--- src/hdl/sad_pkg.sv ---
/*
 * Constants and carrier types of the submodule slave address decoder.
 * Assumes byte offsets are seen within a 1 MB submodule window.
 */
package sad_pkg;

    // ----------------------------------------------------------------
    // Address map
    // ----------------------------------------------------------------
    localparam logic [31:0] SAD_BASE_ADDR   = 32'h0800_0000;
    localparam int          SAD_WIN_W       = 20;
    localparam logic [1:0]  SAD_LANE_BIG    = 2'h3;
    localparam logic [1:0]  SAD_LANE_LITTLE = 2'h0;
    localparam logic [19:0] SAD_OFF_ID      = 20'h00000;
    localparam logic [19:0] SAD_OFF_REV     = 20'h00080;
    localparam logic [19:0] SAD_OFF_STAT0   = 20'h00100;
    localparam logic [19:0] SAD_OFF_STAT1   = 20'h00104;
    localparam logic [19:0] SAD_OFF_CTRL    = 20'h00180;
    localparam logic [19:0] SAD_OFF_ATTN    = 20'h00200;
    localparam logic [19:0] SAD_OFF_PWR     = 20'h00280;
    localparam logic [19:0] SAD_OFF_KEY     = 20'h00300;
    localparam logic [19:0] SAD_OFF_RTC     = 20'h20000;
    localparam logic [19:0] SAD_OFF_DPM     = 20'h20040;
    localparam logic [17:0] SAD_MEM_DEPTH   = 18'h20000;
    localparam int          SAD_PROM_BYTES  = 32;

    // ----------------------------------------------------------------
    // Register fields and reset values
    // ----------------------------------------------------------------
    localparam int         SAD_CTRL_INTRENA  = 7;
    localparam int         SAD_CTRL_PFINTENA = 6;
    localparam int         SAD_CTRL_ODD      = 5;
    localparam logic [7:0] SAD_CTRL_WMASK    = 8'he0;
    localparam int         SAD_PWR_RELAY     = 7;
    localparam int         SAD_ST1_WDOG      = 7;
    localparam int         SAD_ST1_CPU       = 6;
    localparam int         SAD_ST1_PWRON     = 3;
    localparam int         SAD_ST1_BRST      = 2;
    localparam int         SAD_ST1_GRST      = 1;
    localparam logic [7:0] SAD_ST1_RESET     = 8'h08;
    localparam logic [7:0] SAD_CTRL_RESET    = 8'h00;
    // Arbitrary PROM fill values, not real identification codes
    localparam logic [7:0] SAD_ID_FILL       = 8'h5a;
    localparam logic [7:0] SAD_REV_FILL      = 8'h01;

    typedef enum logic [3:0] {
        RG_NONE, RG_ID, RG_REV, RG_STAT0, RG_STAT1,
        RG_CTRL, RG_ATTN, RG_PWR, RG_KEY, RG_MEM
    } sad_region_t;

    typedef struct packed {
        logic        sel;
        logic        we;
        logic [31:0] addr;
        logic [7:0]  wdata;
        logic        wpar;
    } sad_host_req_t;

    typedef struct packed {
        logic       ack;
        logic [7:0] rdata;
        logic       rpar;
    } sad_host_rsp_t;

    typedef struct packed {
        logic        req;
        logic        we;
        logic [16:0] idx;
        logic [7:0]  wdata;
    } sad_dpm_req_t;

    typedef struct packed {
        sad_region_t region;
        logic [16:0] idx;
    } sad_dec_t;

endpackage : sad_pkg
--- src/hdl/sad_decoder.sv ---
/*
 * Slave address decoder and byte-wide register port of the service submodule.
 * Assumes host strobes are synchronous to clk, the shared memory answers
 * with dpm_ack, and the host waits for ack before its next request.
 */
// Behaviour
// In the first position, offsets are decoded from base 0x08000000.
// The block only answers host requests; it never starts a transfer.
// ID area: 32 read-only bytes of board type and serial number.
// Revision area: 32 read-only bytes after the ID area.
// Direct byte registers: status pair, control, attention, power-down, key switch.
// Real-time-clock registers are the lower 16 shared-memory locations.
// A 128k-byte shared memory follows, reached through the memory port.
// Every access is one byte on the low host data lanes.
// Host forms addresses matching the selected byte-lane mode.
// Write parity is checked, read parity is generated, per addressed lane.
// Direct registers answer in hardware with no local processor involvement.
// Commands and bulk data travel through the shared memory.
// Clearable status flags clear on a host write to their address.
// Attention write needs good parity; only the write event counts.
// Control and power-down bits are low after reset.
// Unmapped accesses change no state; read data there is meaningless.
`timescale 1ns/100ps
module sad_decoder
    import sad_pkg::*;
#(
    parameter logic [SAD_PROM_BYTES*8-1:0] ID_PROM  = {SAD_PROM_BYTES{SAD_ID_FILL}},
    parameter logic [SAD_PROM_BYTES*8-1:0] REV_PROM = {SAD_PROM_BYTES{SAD_REV_FILL}}
) (
    input  wire logic          clk,
    input  wire logic          rst_n,
    input  wire logic          host_byte_lane_mode,
    input  wire sad_host_req_t host_req,
    output sad_host_rsp_t      host_rsp,
    output sad_dpm_req_t       dpm_req,
    input  wire logic          dpm_ack,
    input  wire logic [7:0]    dpm_rdata,
    input  wire logic          test_plug,
    input  wire logic [7:0]    key_state,
    input  wire logic          evt_cpu_int,
    input  wire logic          evt_wdog,
    input  wire logic          evt_host_rst,
    input  wire logic          evt_glob_rst,
    output logic               attn_pulse,
    output logic               pwr_relay,
    output logic               host_irq
);

    // ----------------------------------------------------------------
    // Decode and parity helpers
    // ----------------------------------------------------------------
    function automatic sad_dec_t sad_decode(input logic [31:0] a, input logic lane_mode_flag);
        sad_dec_t    d;
        logic [19:0] off;
        logic [19:0] rel;
        d.region = RG_NONE;
        d.idx    = '0;
        off      = {a[SAD_WIN_W-1:2], 2'b00};
        rel      = off - SAD_OFF_RTC;
        if (a[31:SAD_WIN_W] == SAD_BASE_ADDR[31:SAD_WIN_W] &&
            a[1:0] == (lane_mode_flag ? SAD_LANE_BIG : SAD_LANE_LITTLE)) begin
            if (off < SAD_OFF_REV) begin
                d.region = RG_ID;
                d.idx    = {12'h000, off[6:2]};
            end else if (off < SAD_OFF_STAT0) begin
                d.region = RG_REV;
                d.idx    = {12'h000, off[6:2]};
            end else if (off >= SAD_OFF_RTC && rel[19:2] < SAD_MEM_DEPTH) begin
                d.region = RG_MEM;
                d.idx    = rel[18:2];
            end else begin
                case (off)
                    SAD_OFF_STAT0: d.region = RG_STAT0;
                    SAD_OFF_STAT1: d.region = RG_STAT1;
                    SAD_OFF_CTRL:  d.region = RG_CTRL;
                    SAD_OFF_ATTN:  d.region = RG_ATTN;
                    SAD_OFF_PWR:   d.region = RG_PWR;
                    SAD_OFF_KEY:   d.region = RG_KEY;
                    default:       d.region = RG_NONE;
                endcase
            end
        end
        return d;
    endfunction : sad_decode

    // Parity bit that makes the byte plus parity match the selected sense
    function automatic logic sad_par(input logic [7:0] d, input logic odd);
        return odd ? ~(^d) : ^d;
    endfunction : sad_par

    typedef enum logic {ST_IDLE, ST_MEM} sad_state_t;

    sad_state_t    state_q;
    sad_host_rsp_t rsp_q;
    sad_dpm_req_t  dpm_q;
    logic [7:0]    ctrl_q;
    logic [7:0]    st1_q;
    logic [3:0]    perr_q;
    logic          pwr_q;
    logic          attn_q;
    logic          irq_q;

    sad_dec_t      dec;
    logic          take;
    logic          par_ok;
    logic          wr_ok;
    logic          wr_bad;
    logic          pend_intr;
    logic          pend_perr;
    logic          irq_d;
    logic [7:0]    rd_d;
    logic [7:0]    st1_set;

    assign dec       = sad_decode(host_req.addr, host_byte_lane_mode);
    // Only a host strobe starts work; requests during a memory wait are ignored
    assign take      = host_req.sel && state_q == ST_IDLE;
    assign par_ok    = sad_par(host_req.wdata, ctrl_q[SAD_CTRL_ODD]) == host_req.wpar;
    assign wr_ok     = take && host_req.we && par_ok;
    assign wr_bad    = take && host_req.we && !par_ok && dec.region != RG_NONE;
    assign pend_intr = st1_q[SAD_ST1_WDOG] | st1_q[SAD_ST1_CPU];
    assign pend_perr = |perr_q;
    assign irq_d     = (pend_intr & ctrl_q[SAD_CTRL_INTRENA]) |
                       (pend_perr & ctrl_q[SAD_CTRL_PFINTENA]);

    assign st1_set = {evt_wdog, evt_cpu_int, 2'b00, 1'b0,
                      evt_host_rst, evt_glob_rst, 1'b0};

    // ----------------------------------------------------------------
    // Read data mux
    // ----------------------------------------------------------------
    always_comb begin
        rd_d = '0;
        unique case (dec.region)
            RG_ID:    rd_d = ID_PROM[dec.idx[4:0]*8 +: 8];
            RG_REV:   rd_d = REV_PROM[dec.idx[4:0]*8 +: 8];
            RG_STAT0: rd_d = {irq_d, pend_intr, pend_perr, test_plug, perr_q};
            RG_STAT1: rd_d = st1_q;
            RG_CTRL:  rd_d = ctrl_q;
            RG_KEY:   rd_d = key_state;
            RG_ATTN, RG_PWR, RG_MEM, RG_NONE: rd_d = '0;
        endcase
    end

    // ----------------------------------------------------------------
    // Transfer sequencing
    // ----------------------------------------------------------------
    always_ff @(posedge clk or negedge rst_n) begin
        if (!rst_n) begin
            state_q <= ST_IDLE;
        end else if (take && dec.region == RG_MEM && (!host_req.we || par_ok)) begin
            state_q <= ST_MEM;
        end else if (state_q == ST_MEM && dpm_ack) begin
            state_q <= ST_IDLE;
        end
    end

    // Memory request holds until the shared memory answers
    always_ff @(posedge clk or negedge rst_n) begin
        if (!rst_n) begin
            dpm_q <= '0;
        end else if (take && dec.region == RG_MEM && (!host_req.we || par_ok)) begin
            dpm_q.req   <= 1'b1;
            dpm_q.we    <= host_req.we;
            dpm_q.idx   <= dec.idx;
            dpm_q.wdata <= host_req.wdata;
        end else if (state_q == ST_MEM && dpm_ack) begin
            dpm_q.req   <= 1'b0;
        end
    end

    // Direct regions and bad-parity memory writes answer next cycle; other memory accesses answer after dpm_ack
    always_ff @(posedge clk or negedge rst_n) begin
        if (!rst_n) begin
            rsp_q <= '0;
        end else if (take && !(dec.region == RG_MEM && (!host_req.we || par_ok))) begin
            rsp_q.ack   <= 1'b1;
            rsp_q.rdata <= host_req.we ? 8'h00 : rd_d;
            rsp_q.rpar  <= sad_par(host_req.we ? 8'h00 : rd_d,
                                   ctrl_q[SAD_CTRL_ODD]);
        end else if (state_q == ST_MEM && dpm_ack) begin
            rsp_q.ack   <= 1'b1;
            rsp_q.rdata <= dpm_q.we ? 8'h00 : dpm_rdata;
            rsp_q.rpar  <= sad_par(dpm_q.we ? 8'h00 : dpm_rdata,
                                   ctrl_q[SAD_CTRL_ODD]);
        end else begin
            rsp_q.ack   <= 1'b0;
        end
    end

    // ----------------------------------------------------------------
    // Direct registers
    // ----------------------------------------------------------------
    always_ff @(posedge clk or negedge rst_n) begin
        if (!rst_n) begin
            ctrl_q <= SAD_CTRL_RESET;
        end else if (wr_ok && dec.region == RG_CTRL) begin
            ctrl_q <= host_req.wdata & SAD_CTRL_WMASK;
        end
    end

    always_ff @(posedge clk or negedge rst_n) begin
        if (!rst_n) begin
            pwr_q <= 1'b0;
        end else if (wr_ok && dec.region == RG_PWR) begin
            pwr_q <= host_req.wdata[SAD_PWR_RELAY];
        end
    end

    // Bad parity raises no attention, so a corrupted write cannot wake the CPU
    always_ff @(posedge clk or negedge rst_n) begin
        if (!rst_n) begin
            attn_q <= 1'b0;
        end else begin
            attn_q <= wr_ok && dec.region == RG_ATTN;
        end
    end

    // Set wins over the clear so an event in the clearing cycle survives
    always_ff @(posedge clk or negedge rst_n) begin
        if (!rst_n) begin
            st1_q <= SAD_ST1_RESET;
        end else if (wr_ok && dec.region == RG_STAT1) begin
            st1_q <= st1_set;
        end else begin
            st1_q <= st1_q | st1_set;
        end
    end

    always_ff @(posedge clk or negedge rst_n) begin
        if (!rst_n) begin
            perr_q <= '0;
        end else begin
            perr_q <= ((wr_ok && dec.region == RG_STAT0) ? 4'h0 : perr_q) |
                      (wr_bad ? (4'h1 << host_req.addr[1:0]) : 4'h0);
        end
    end

    always_ff @(posedge clk or negedge rst_n) begin
        if (!rst_n) begin
            irq_q <= 1'b0;
        end else begin
            irq_q <= irq_d;
        end
    end

    assign host_rsp   = rsp_q;
    assign dpm_req    = dpm_q;
    assign attn_pulse = attn_q;
    assign pwr_relay  = pwr_q;
    assign host_irq   = irq_q;
endmodule : sad_decoder

--- config.mk ---
export PLATFORM = sky130hd
export DESIGN_NAME = sad_decoder
export DESIGN_NICKNAME = d
export VERILOG_FILES = /design/src/hdl/sad_pkg.sv /design/src/hdl/sad_decoder.sv
export SDC_FILE = /design/constraint.sdc
export NUM_CORES = 1
export LEC_CHECK = 0
export ABC_AREA = 1
export BUFFER_PORTS_ARGS = -buffer_cell sky130_fd_sc_hd__buf_2
export CAP_MARGIN = 20
export CORE_ASPECT_RATIO = 1.25
export CORE_MARGIN = 1
export CORE_UTILIZATION = 48
export CTS_BUF_LIST = sky130_fd_sc_hd__clkbuf_8
export CTS_CLUSTER_DIAMETER = 120
export DETAILED_ROUTE_END_ITERATION = 16
export HOLD_SLACK_MARGIN = 0.06
export PLACE_DENSITY_LB_ADDON = 0.08
export SYNTH_ARGS = -nofsm -noshare
export SYNTH_HDL_FRONTEND = slang
export SYNTH_SLANG_ARGS = --single-unit
export TNS_END_PERCENT = 10
--- constraint.sdc ---
create_clock -name clk -period 1.6 [get_ports clk]
set_input_delay 0.16 -clock clk [delete_from_list [all_inputs] [get_ports clk]]
set_output_delay 0.16 -clock clk [all_outputs]
set_load 0.01 [all_outputs]
==> run metrics <==
sort of element at the start of the critical path primary input; maximum number of pins on one net before global-route repair between 50 and 60; type of the most critical hold path in2reg; cell area after technology mapping about 0.0035 mm2; Final Routed Wirelength around 11000 um; clock-pin slew on the worst setup and hold paths approximately 100 ps; die width a little under 80 um; Register-to-Register Path Depth 17; Sinks on Clock Net 52; cell at the root of the clock tree clkbuf_8; synthesis-stage register bit count 52; post-layout util between 70% and 80%; clock buffer depth 2; power density relative to cell area around 500 mW/mm2; cell area reported after detailed placement between 0.004 and 0.005 mm2; reg2reg setup slack -570 ps; status complete, but fails checks; site row count 34; final std cell area, no fill roughly 0.0056 mm2; reg2reg start perr_q[1]; global-route wire length before repair roughly 18000 um; dpl hpwl 8150 um; most frequent cell on the critical path nand2_1; worst hold slack after final layout 64.2 ps; Core Footprint about 0.0070 mm2; final setup vio count 51; RSZ-0062 raised after global routing yes; iteration count of the initial detailed-routing pass 5; final worst slack -705 ps; top flip-flop cell by instance count after synthesis dfrtp_1; hold path depth 3; violated checks setup timing; TritonCTS clock tree yes; floorplan die area around 0.0077 mm2; Fmax 434 MHz; Setup Skew 4.84 ps; Clock Latency Late Sink approximately 310 ps; number of nets in the final layout around 780; startpoint of the tightest hold check path host_req[2]; number of antenna-violating nets in the routed design 0; number of levels the H-tree was split into 2; Syn Inst Count roughly 480; Worst Path Class, Setup in2reg; number of distinct library cells after synthesis 38; Final Max Slew Viols 0; Num CTS Buffers 5; Non-Filler Instances around 800; routed via count divided by cell count 5.19; number of port buffers about 110; total vias in the final route around 4100; number of cells after detailed placement approximately 760; actual transition at the worst max-transition pin between 400 and 500 ps; initial antenna violation count 0; warnings from Yosys 0; fraction of the cycle the final worst path needs 144%; weighted congestion reported at the end of routability-driven placement 0.887; post-synth net total approximately 550; detailed-route wire length per cell between 10 and 15 um; I/O Pins ~110; average footprint of a synthesized cell ~7.4 um2; Worst Setup Slack post-DPL -1060 ps; largest driver fanout on the critical path 5; destination of the worst hold path dpm_req[1]; headroom to the max-slew limit around two thirds; Crit-path slowest cell ha_1; most frequent standard cell in the layout excluding fill and tap cells nand2_1; number of global-route vias before repair 3926; portion of the post-synthesis area used by sequential elements between 30% and 40%; worst path arrival time roughly 2500 ps; total congestion overflow 0; critical path data required time ~1800 ps; Area growth syn-to-layout 59.4%; leakage approximately 3 nW; endpoint of the worst-slack reg-to-reg timing path host_rsp[0]; Final Hold Viols 0; # Max-Cap Violations 0; share of cells above drive strength 1 47.5%; time the final worst path needs with I/O delays and setup around 2300 ps; Peak supply drop around 0.48 mV; global-route usage over all layers roughly 29%; DR DRC count 0; sort of element at the end of the critical path register; count of flip-flops with a built-in enable after synthesis 0; Async SR Flop Fraction 100%; Diodes inserted 0; die span in y just under 100 um; commonest cells after routing, fill and taps aside nand2_1 (116), buf_4 (105), buf_2 (100); CP max stage delay ~170 ps; initial cell density of the core between 50 and 60%; detailed router's first-iteration violation count 163
metrics by stage:
step           power, W  setup TNS, ps
2_1_floorplan   0.00150         -15400
4_1_cts         0.00280         -18160
3_5_place_dp    0.00182         -32590
6_report        0.00285         -17320
5_1_grt         0.00294         -23280
3_3_place_gp    0.00181         -29010
final cells by class:
cell class              instances  area, um2
clock buffers                   5       68.8
clock inverters                 3       42.5
fillers                       509       1410
inverters                      56        225
multi-input cells             362       2260
flip-flops and latches         52       1300
well taps                      90        113
repair buffers                229       1600
worst max-delay path, delay by kind of cell:
kind,cells,cell delay [ps]
AND/OR/NAND/NOR,23,1850
buffers and inverters,4,330
adder cells (fa/ha/maj),1,170
state kept, by name (all words and copies together), names as in the netlist:
signal and cells:
host_rsp 10, ctrl_q 3, dpm_req 27, pwr_relay 1, st1_q 5, attn_pulse 1
perr_q 4, host_irq 1
report_power, final:
group | leakage (nW) | switching [W] | internal [W]
logic | 2.18 | 0.000290 | 0.000281
clock network | 0.0599 | 0.000494 | 0.000468
registers | 0.683 | 0.00000105 | 0.00132
total | 2.93 | 0.000785 | 0.00207
cells by family (layout without fill, tap and decap cells):
kind of cell / after synthesis / count (layout) / synth area share (%)
and+or+nand+nor: 291 / 294 / 40.6
buffers and inverters: 65 / 293 / 7.65
DFF: 52 / 52 / 37.0
AOI/OAI and AO/OA: 47 / 47 / 9.25
xor gates and xnor gates: 19 / 19 / 4.73
adders and majority gates: 2 / 2 / 0.711
synth_stat cells (2+ instances only):
library cell / n / area (um2)
nand2_1: 129 / 484
dfrtp_1: 51 / 1280
nor2_1: 50 / 188
inv_1: 42 / 158
nand3_1: 36 / 180
nand4_1: 29 / 181
o21ai_0: 16 / 80.1
nand2_2: 14 / 87.6
inv_2: 13 / 48.8
xnor2_1: 12 / 105
o31ai_1: 10 / 75.1
nor3_1: 8 / 40.0
nor2_2: 7 / 43.8
xor2_1: 7 / 61.3
o221ai_1: 6 / 52.6
a21o_1: 4 / 30.0
a21oi_1: 4 / 20.0
nand2_4: 4 / 45.0
nand3_4: 4 / 70.1
clkbuf_1: 3 / 11.3
nor2_4: 3 / 33.8
nor4_1: 3 / 18.8
buf_2: 2 / 10.0
buf_4: 2 / 15.0
buf_6: 2 / 22.5
ha_1: 2 / 25.0
nor2_8: 2 / 40.0
layer usage:
metal,up-vias,share of wire [%],GRT usage [%]
li1,2032,-,-
met1,1938,38,32.2
met2,128,55,55.1
met3,35,3.7,3.85
met4,0,3.2,9.97
met5,-,0,0
repair_timing:
| action | 4_1_cts | 5_1_grt |
|---|---|---|
| pin swaps | 10 | 44 |
| resized for setup | 12 | 78 |
| endpoints found under the hold margin | 56 | 1 |
| setup buffers | 6 | 13 |
| endpoints found under the setup margin | 51 | 51 |
| gates cloned | 2 | 1 |
| hold buffers | 6 | 1 |
worst max path at each step:
stage	slack, ps	from	cells after the start	end
after global placement	-960	host_req[26]	24	host_rsp[0]
after global routing	-890	host_req[27]	28	host_rsp[0]
after CTS	-600	host_req[20]	23	host_rsp[0]
final	-700	host_req[27]	28	host_rsp[0]
after floorplan	-520	host_req[28]	24	host_rsp[0]
after detailed placement	-1060	host_req[26]	24	host_rsp[0]
(Power assumes the default switching activity.)
